**src/include/dtc_pkg.sv**
```systemverilog
`default_nettype none
package dtc_pkg;
  // Register addresses on the special function register port
  localparam logic [7:0] ADDR_TIMER_CONTROL     = 8'h88;
  localparam logic [7:0] ADDR_TIMER_MODE_SELECT = 8'h89;
  localparam logic [7:0] ADDR_TIMER0_LOW_BYTE   = 8'h8a;
  localparam logic [7:0] ADDR_TIMER1_LOW_BYTE   = 8'h8b;
  localparam logic [7:0] ADDR_TIMER0_HIGH_BYTE  = 8'h8c;
  localparam logic [7:0] ADDR_TIMER1_HIGH_BYTE  = 8'h8d;
  // Reset values
  localparam logic [7:0] RST_TIMER_CONTROL      = 8'h00;
  localparam logic [7:0] RST_TIMER_MODE_SELECT  = 8'h00;
  localparam logic [7:0] RST_COUNT              = 8'h00;
  // Control register fields
  localparam int OVF1_BIT = 7;
  localparam int RUN1_BIT = 6;
  localparam int OVF0_BIT = 5;
  localparam int RUN0_BIT = 4;
  // Mode register fields; timer 1 sits one nibble above timer 0
  localparam int GATE_BIT   = 3;
  localparam int SELECT_BIT = 2;
  localparam int MODE_HI    = 1;
  localparam int MODE_LO    = 0;
  localparam int TMR1_SHIFT = 4;
  // Modes
  localparam logic [1:0] MODE_PRESCALED = 2'h0;
  localparam logic [1:0] MODE_CASCADED  = 2'h1;
  localparam logic [1:0] MODE_RELOAD    = 2'h2;
  localparam logic [1:0] MODE_SPLIT     = 2'h3;
  // Machine cycle of 12 core clocks; state S(n)P(p) is phase 2(n-1)+p-1
  localparam logic [3:0] MC_LAST        = 4'hb;
  localparam logic [3:0] PH_INPUT_SAMPLE = 4'h9;
  localparam logic [3:0] PH_COUNT_UPDATE = 4'h4;
  localparam logic [4:0] PRESCALE_TOP   = 5'h1f;
endpackage : dtc_pkg
`default_nettype wire

```
**src/logic/dtc_timers.sv**
```systemverilog
// How it works
// Timer function adds one to the low byte every 12-clock machine cycle.
// Counter function samples count input once per cycle, counts high-then-low.
// The counted falling edge lands at the update state of next cycle.
// Edge recognition spans two machine cycles, so external rate is clock/24.
// The outside source holds each input level at least one machine cycle.
// Each timer has separately accessible high and low bytes, timer or counter.
// Mode register resets to zero; high nibble timer 1, low timer 0.
// Gate bit set: run only while gate pin high and run bit set.
// Select bit chooses count input when set, machine cycles when clear.
// Mode 00: high byte counts behind a 5-bit low-byte prescaler.
// Mode 01: high and low bytes form one 16-bit counter.
// Mode 10: low byte counts, reloaded from high byte on overflow.
// Mode 11 on timer 1 stops it, holding its value.
// Mode 11 on timer 0 splits it; high byte uses timer 1 controls.
// Control bits 6 and 4 are the run enables for timers 1 and 0.
// Control bits 7 and 5 are overflow flags, cleared on vectoring.
`default_nettype none
module dtc_timers
  import dtc_pkg::*;
(
  input  wire logic       clk,
  input  wire logic       rst_n,
  input  wire logic [7:0] sfr_addr,
  input  wire logic       sfr_wr,
  input  wire logic [7:0] sfr_wdata,
  input  wire logic       sfr_rd,
  output logic      [7:0] sfr_rdata,
  input  wire logic       count_input_zero,
  input  wire logic       count_input_one,
  input  wire logic       gate_pin_zero,
  input  wire logic       gate_pin_one,
  input  wire logic       vector_ack_zero,
  input  wire logic       vector_ack_one,
  output logic            timer0_overflow_flag,
  output logic            timer1_overflow_flag
);
  import dtc_pkg::*;

  typedef struct packed {
    logic [3:0] phase;
    logic [7:0] mode_sel;
    logic [7:0] control;
    logic [7:0] lo0;
    logic [7:0] hi0;
    logic [7:0] lo1;
    logic [7:0] hi1;
    logic       samp0;
    logic       samp1;
    logic       pend0;
    logic       pend1;
    logic [7:0] rdata;
  } dtc_state_t;

  dtc_state_t st_q, st_d;

  ////////////////////////////////////////////////////////////////////////////
  // One count step: {overflow, high byte, low byte}
  function automatic logic [16:0] dtc_step(input logic [1:0] m,
                                           input logic [7:0] hi,
                                           input logic [7:0] lo);
    logic [16:0] r;
    r = {1'b0, hi, lo};
    case (m)
      // prescaled high byte
      MODE_PRESCALED: begin
        if (lo[4:0] == PRESCALE_TOP) begin
          r = {hi == 8'hff, hi + 8'h01, lo[7:5], 5'h00};
        end else begin
          r = {1'b0, hi, lo[7:5], lo[4:0] + 5'h01};
        end
      end
      // 16-bit cascade
      MODE_CASCADED: r = {{hi, lo} == 16'hffff, {hi, lo} + 16'h0001};
      // reload from high byte
      MODE_RELOAD: begin
        if (lo == 8'hff) begin
          r = {1'b1, hi, hi};
        end else begin
          r = {1'b0, hi, lo + 8'h01};
        end
      end
      // Split: low byte only, 8-bit wrap
      MODE_SPLIT: r = {lo == 8'hff, hi, lo + 8'h01};
      default: r = {1'b0, hi, lo};
    endcase
    return r;
  endfunction

  ////////////////////////////////////////////////////////////////////////////
  // Counting enables, evaluated once per machine cycle
  logic [1:0]  mode0, mode1;
  logic        upd, run0, run1, inc0, inc1, inc_hi0;
  logic [16:0] nx0, nx1;
  logic        set_ovf0, set_ovf1;

  always_comb begin
    mode0 = st_q.mode_sel[MODE_HI:MODE_LO];
    mode1 = st_q.mode_sel[TMR1_SHIFT+MODE_HI:TMR1_SHIFT+MODE_LO];
    upd   = st_q.phase == PH_COUNT_UPDATE;
    // gate pin qualifies run bit
    run0 = st_q.control[RUN0_BIT] &&
           (!st_q.mode_sel[GATE_BIT] || gate_pin_zero);
    run1 = st_q.control[RUN1_BIT] &&
           (!st_q.mode_sel[TMR1_SHIFT+GATE_BIT] || gate_pin_one);
    // event source: edge or every cycle
    inc0 = upd && run0 && (!st_q.mode_sel[SELECT_BIT] || st_q.pend0);
    // mode 11 freezes timer 1
    inc1 = upd && run1 && mode1 != MODE_SPLIT &&
           (!st_q.mode_sel[TMR1_SHIFT+SELECT_BIT] || st_q.pend1);
    // split high byte counts cycles on timer 1 run bit
    inc_hi0 = upd && mode0 == MODE_SPLIT && st_q.control[RUN1_BIT];
    nx0 = dtc_step(mode0, st_q.hi0, st_q.lo0);
    nx1 = dtc_step(mode1, st_q.hi1, st_q.lo1);
    set_ovf0 = inc0 && nx0[16];
    // in split mode timer 1 loses its flag to the high byte
    set_ovf1 = (inc_hi0 && st_q.hi0 == 8'hff) ||
               (inc1 && nx1[16] && mode0 != MODE_SPLIT);
  end

  ////////////////////////////////////////////////////////////////////////////
  // Next state
  always_comb begin
    st_d = st_q;
    // 12-clock machine cycle
    st_d.phase = (st_q.phase == MC_LAST) ? 4'h0 : st_q.phase + 4'h1;
    // sample at input state, flag a high-to-low pair
    if (st_q.phase == PH_INPUT_SAMPLE) begin
      st_d.samp0 = count_input_zero;
      st_d.samp1 = count_input_one;
      st_d.pend0 = st_q.samp0 && !count_input_zero;
      st_d.pend1 = st_q.samp1 && !count_input_one;
    end
    // edge consumed at the update state of the next cycle
    if (upd) begin
      st_d.pend0 = 1'b0;
      st_d.pend1 = 1'b0;
    end
    if (inc0) begin
      st_d.lo0 = nx0[7:0];
      if (mode0 != MODE_SPLIT) st_d.hi0 = nx0[15:8];
    end
    if (inc_hi0) st_d.hi0 = st_q.hi0 + 8'h01;
    if (inc1) begin
      st_d.hi1 = nx1[15:8];
      st_d.lo1 = nx1[7:0];
    end
    // vectoring clears the flag
    if (vector_ack_zero) st_d.control[OVF0_BIT] = 1'b0;
    if (vector_ack_one)  st_d.control[OVF1_BIT] = 1'b0;
    // byte writes win over counting
    if (sfr_wr) begin
      case (sfr_addr)
        ADDR_TIMER_CONTROL:     st_d.control  = sfr_wdata;
        ADDR_TIMER_MODE_SELECT: st_d.mode_sel = sfr_wdata;
        ADDR_TIMER0_LOW_BYTE:   st_d.lo0      = sfr_wdata;
        ADDR_TIMER1_LOW_BYTE:   st_d.lo1      = sfr_wdata;
        ADDR_TIMER0_HIGH_BYTE:  st_d.hi0      = sfr_wdata;
        ADDR_TIMER1_HIGH_BYTE:  st_d.hi1      = sfr_wdata;
        default: ;
      endcase
    end
    // an overflow beats any clear in the same cycle
    if (set_ovf0) st_d.control[OVF0_BIT] = 1'b1;
    if (set_ovf1) st_d.control[OVF1_BIT] = 1'b1;
    // Read data held until next read; unmapped reads return zero
    if (sfr_rd) begin
      case (sfr_addr)
        ADDR_TIMER_CONTROL:     st_d.rdata = st_q.control;
        ADDR_TIMER_MODE_SELECT: st_d.rdata = st_q.mode_sel;
        ADDR_TIMER0_LOW_BYTE:   st_d.rdata = st_q.lo0;
        ADDR_TIMER1_LOW_BYTE:   st_d.rdata = st_q.lo1;
        ADDR_TIMER0_HIGH_BYTE:  st_d.rdata = st_q.hi0;
        ADDR_TIMER1_HIGH_BYTE:  st_d.rdata = st_q.hi1;
        default:                st_d.rdata = 8'h00;
      endcase
    end
  end

  // State register
  always_ff @(posedge clk or negedge rst_n) begin
    if (!rst_n) begin
      st_q          <= '0;
      st_q.mode_sel <= RST_TIMER_MODE_SELECT;
      st_q.control  <= RST_TIMER_CONTROL;
      st_q.lo0      <= RST_COUNT;
      st_q.hi0      <= RST_COUNT;
      st_q.lo1      <= RST_COUNT;
      st_q.hi1      <= RST_COUNT;
    end else begin
      st_q <= st_d;
    end
  end

  assign sfr_rdata            = st_q.rdata;
  assign timer0_overflow_flag = st_q.control[OVF0_BIT];
  assign timer1_overflow_flag = st_q.control[OVF1_BIT];
endmodule // dtc_timers
`default_nettype wire

```
**config.mk**
```make
export PLATFORM = sky130hd
export DESIGN_NAME = dtc_timers
export DESIGN_NICKNAME = d
export VERILOG_FILES = /design/src/include/dtc_pkg.sv /design/src/logic/dtc_timers.sv
export SDC_FILE = /design/constraint.sdc
export NUM_CORES = 1
export LEC_CHECK = 0
export ABC_AREA = 1
export BUFFER_PORTS_ARGS = -buffer_cell sky130_fd_sc_hd__buf_2
export CAP_MARGIN = 20
export CORE_MARGIN = 2
export CORE_UTILIZATION = 44
export DETAILED_ROUTE_END_ITERATION = 6
export GPL_ROUTABILITY_DRIVEN = 0
export PLACE_DENSITY_LB_ADDON = 0.05
export SLEW_MARGIN = 20
export SYNTH_ARGS = -nofsm -noshare
export SYNTH_HDL_FRONTEND = slang
export SYNTH_SLANG_ARGS = --single-unit
```
**constraint.sdc**
```tcl
create_clock -name clk -period 3.6 [get_ports clk]
set_input_delay 0.54 -clock clk [delete_from_list [all_inputs] [get_ports clk]]
set_output_delay 0.54 -clock clk [all_outputs]
set_load 0.05 [all_outputs]
```
==> qor.log <==
INFO  final_layout   final_util=49.4%
INFO  floorplan      placementRows=37
INFO  synthesis      count_of_flip_flops_with_a_built_in_enable_after_synthesis=0
INFO  clock_network  cts-root-to-sink-buffers=2
INFO  synthesis      synthesis.area_per_instance=6.82um2
INFO  route          routed_via_density=5.64
INFO  timing         timing.setup.tns=0ns
INFO  timing         final-setup-viol-count=0
INFO  worst_setup_path r2r_cells=9
INFO  placed_design  portBuffers=35
INFO  synthesis      synth_sequential_area_ratio=33.6%
INFO  global_routing gr-usage-met3=4.10%
INFO  status         run_status=finished, final reports clean
INFO  timing         timing_max_transition_violations_final=0
INFO  timing         worst_clock_skew=0.0120ns
INFO  timing         setup_repair_after_global_routing_missed_its_margin=no
INFO  worst_setup_path regToRegEndpoint=st_q[32]
INFO  final_layout   antenna_cells=0
INFO  synthesis      synth_cell_type_count=40
INFO  worst_setup_path timing.critical_path.to_type=flop
INFO  route          routed_wl=15200um
INFO  power_and_ir_drop max-vdd-ir-drop=179uV
INFO  synthesis      ys_top_cells_by_area=sky130_fd_sc_hd__dfrtp_1, sky130_fd_sc_hd__nand2_1, sky130_fd_sc_hd__nand3_1, sky130_fd_sc_hd__o21ai_0, sky130_fd_sc_hd__inv_1
INFO  timing         max_slew.worst_pin.slew=0.838ns
INFO  synthesis      dominantRegCellSynth=sky130_fd_sc_hd__dfrtp_1
INFO  power_and_ir_drop combinationalPowerShare=17.5%
INFO  synthesis      synth_top_cell_by_area=sky130_fd_sc_hd__dfrtp_1
INFO  global_routing maximum_number_of_pins_on_one_net_before_global_route_repair=65
INFO  worst_setup_path critical_path_required=3.81ns
INFO  timing         timing.final.crit_share=69.0%
INFO  global_routing gr-usage-met1=36.7%
INFO  route          route.detailed.wl_per_inst=17.7um
INFO  worst_setup_path path_class=flop to flop
INFO  synthesis      synth_top_area_share=33.6%
INFO  global_routing grt-ovfl-total=0
INFO  floorplan      die_area=11700um2
INFO  global_routing grt_first_pass_wirelength=24400um
INFO  power_and_ir_drop seq_power_share=46.8%
INFO  final_layout   final_nets=756
INFO  global_routing antenna_found_initial=0
INFO  route          drc_violation_count_after_routing=0
INFO  floorplan      die_height=108um
INFO  power_and_ir_drop switchingPower=589uW
INFO  job            timing.max_cap.violations=0
INFO  synthesis      yosys_register_bits=64
INFO  worst_setup_path crit_path_start_kind=flop
INFO  worst_setup_path worstReg2RegStart=st_q[60]
INFO  timing         maxSlewHeadroom=44.2%
INFO  placed_design  place_inst=846
INFO  power_and_ir_drop power_switching_share=32.8%
INFO  route          initial_drt_pass_iterations=6
INFO  power_and_ir_drop total_power=1.79mW
INFO  timing         timing.final.hold_violations=0
INFO  clock_network  cts_buffers=9
INFO  clock_network  clk_root_buffer_cell=sky130_fd_sc_hd__clkbuf_8
INFO  synthesis      yosys_warnings=0
INFO  clock_network  tritoncts=yes
INFO  route          ant_nets=0
INFO  global_routing vias_in_the_first_global_route=4591
INFO  power_and_ir_drop p_int=1.20mW
INFO  floorplan      initial_utilization=45.7%
INFO  clock_network  cts-hold-fix-buffers=0
INFO  final_layout   fraction_of_layout_instances_using_a_drive_strength_above_1=12.4%
INFO  placed_design  detailed_place_hpwl=11500um
INFO  timing         period_minus_slack=2.48ns
INFO  worst_setup_path cp_data_arrival_time=2.69ns
INFO  worst_setup_path r2r_setup_slack=1.12ns
INFO  floorplan      ios=36
INFO  synthesis      synth_cells=699
INFO  power_and_ir_drop p_leak=2.60nW
INFO  hold_path      hold_path.class=input port to async pin
INFO  floorplan      fp.dieW=108um
INFO  global_routing grt_util_met2=43.5%
INFO  route          drt_first_iter_violations=389
INFO  global_routing global_route.peak_usage_layer=met2
INFO  route          vias=4858
INFO  clock_network  post_cts.resized_instances=0
INFO  power_and_ir_drop power.clock.fraction=35.7%
INFO  final_layout   instances_no_fill=862
INFO  worst_setup_path cp_max_fo=11
INFO  clock_network  clkSinkCount=64
INFO  synthesis      synth.cell_area=4760um2
INFO  final_layout   syn2layout_area_growth=7.93%
INFO  timing         final.hold.worst_slack=0.364ns
INFO  clock_network  buffer_count_from_post_cts_setup_fixing=0
INFO  global_routing grtUsageTotal=27.6%
INFO  power_and_ir_drop p_per_area=349nW/um2
INFO  clock_network  h-tree-depth=3
INFO  clock_network  clk_pin_slew_worst_paths=0.08ns
INFO  synthesis      synthesis.nets=734
INFO  floorplan      coreArea=10400um2
INFO  synthesis      async_sr_flop_fraction=100%
INFO  clock_network  clkLatencyLatePin=0.35ns
INFO  timing         fmaxAchievable=0.403GHz
-- flip-flops by register name, summed over array words and instances, names as in the netlist --
| signal | count |
|---|---|
| mode1 | 2 |
| timer1_overflow_flag | 1 |
| mode0 | 2 |
| st_q | 50 |
| sfr_rdata | 8 |
| timer0_overflow_flag | 1 |
-- cell families after synthesis --
kind of cell | share of synthesized area (%)
XOR/XNOR | 2.02
buffers and inverters | 10.0
multiplexers | 0.236
adder cells (fa/ha/maj) | 2.36
AO/OA/AOI/OAI | 15.9
AND/OR/NAND/NOR | 35.9
flip-flops | 33.6
-- layout by cell type, fill, tap and decap left out, drive strengths merged, types with 10 or more instances in the layout --
cell type / n
dfrtp: 64
buf: 37
inv: 77
nand2: 182
nand3: 76
a21oi: 48
o21ai: 61
clkbuf: 11
nor3: 10
nor2: 87
nand4: 16
-- cell usage after synthesis (6+ instances only) --
cell                        n
sky130_fd_sc_hd__nand2_1  178
sky130_fd_sc_hd__inv_1     72
sky130_fd_sc_hd__nand3_1   72
sky130_fd_sc_hd__nor2_1    72
sky130_fd_sc_hd__dfrtp_1   64
sky130_fd_sc_hd__o21ai_0   59
sky130_fd_sc_hd__a21oi_1   45
sky130_fd_sc_hd__nand4_1   16
sky130_fd_sc_hd__buf_4     11
sky130_fd_sc_hd__ha_1       9
sky130_fd_sc_hd__buf_2      8
sky130_fd_sc_hd__nor2_4     8
sky130_fd_sc_hd__xor2_1     8
sky130_fd_sc_hd__a22oi_1    7
sky130_fd_sc_hd__nor3_1     7
sky130_fd_sc_hd__nor2_2     6
-- layer usage --
metal	part of all wire, %	up-vias
met5	0	-
met1	43	2261
met2	46	189
met3	6.2	53
met4	4.8	0
li1	-	2355
-- power groups by stage --
stage | Sequential (mW) | Clock (mW) | Combinational, mW
after floorplan | 0.810 | 0 | 0.233
after global placement | 0.851 | 0 | 0.307
after detailed placement | 0.851 | 0 | 0.310
after CTS | 0.836 | 0.653 | 0.311
after global routing | 0.845 | 0.682 | 0.356
final | 0.839 | 0.641 | 0.313
-- critical path: stages (launching register included) --
cell	delay, ns
sky130_fd_sc_hd__dfrtp_1	0.41
sky130_fd_sc_hd__inv_1	0.11
sky130_fd_sc_hd__ha_1	0.19
sky130_fd_sc_hd__nand4_1	0.27
sky130_fd_sc_hd__nor2_1	0.72
sky130_fd_sc_hd__inv_1	0.28
sky130_fd_sc_hd__nand2_1	0.17
sky130_fd_sc_hd__nand3_1	0.08
sky130_fd_sc_hd__nand2_1	0.06
sky130_fd_sc_hd__o21ai_0	0.07
-- how the worst max path moves through the flow --
stage	from	to	slack, ns	cells past startpoint
5_1_grt	st_q[60]	st_q[32]	0.88	9
2_1_floorplan	st_q[37]	st_q[37]	1.81	11
3_3_place_gp	st_q[60]	st_q[32]	1.22	9
3_5_place_dp	sfr_addr[5]	st_q[15]	1.14	10
6_report	st_q[60]	st_q[32]	1.12	9
4_1_cts	st_q[60]	st_q[32]	1.13	9
-- area by class of cell --
cell class | count | area (um2)
fill | 1098 | 5270
multi-input combinational | 530 | 2690
sequential | 64 | 1600
inverter | 79 | 298
timing repair buffer | 37 | 190
tap | 136 | 170
clock buffer | 11 | 141
clock inverter | 5 | 56.3
-- per-stage QoR --
step	worst slack (ns)	cell area [um2]
global placement	1.22	4940
floorplan	1.81	4760
detailed placement	1.14	4940
global route	0.881	5140
finish	1.12	5140
CTS	1.13	5140
Note: power is estimated with default switching activity, not from simulation.
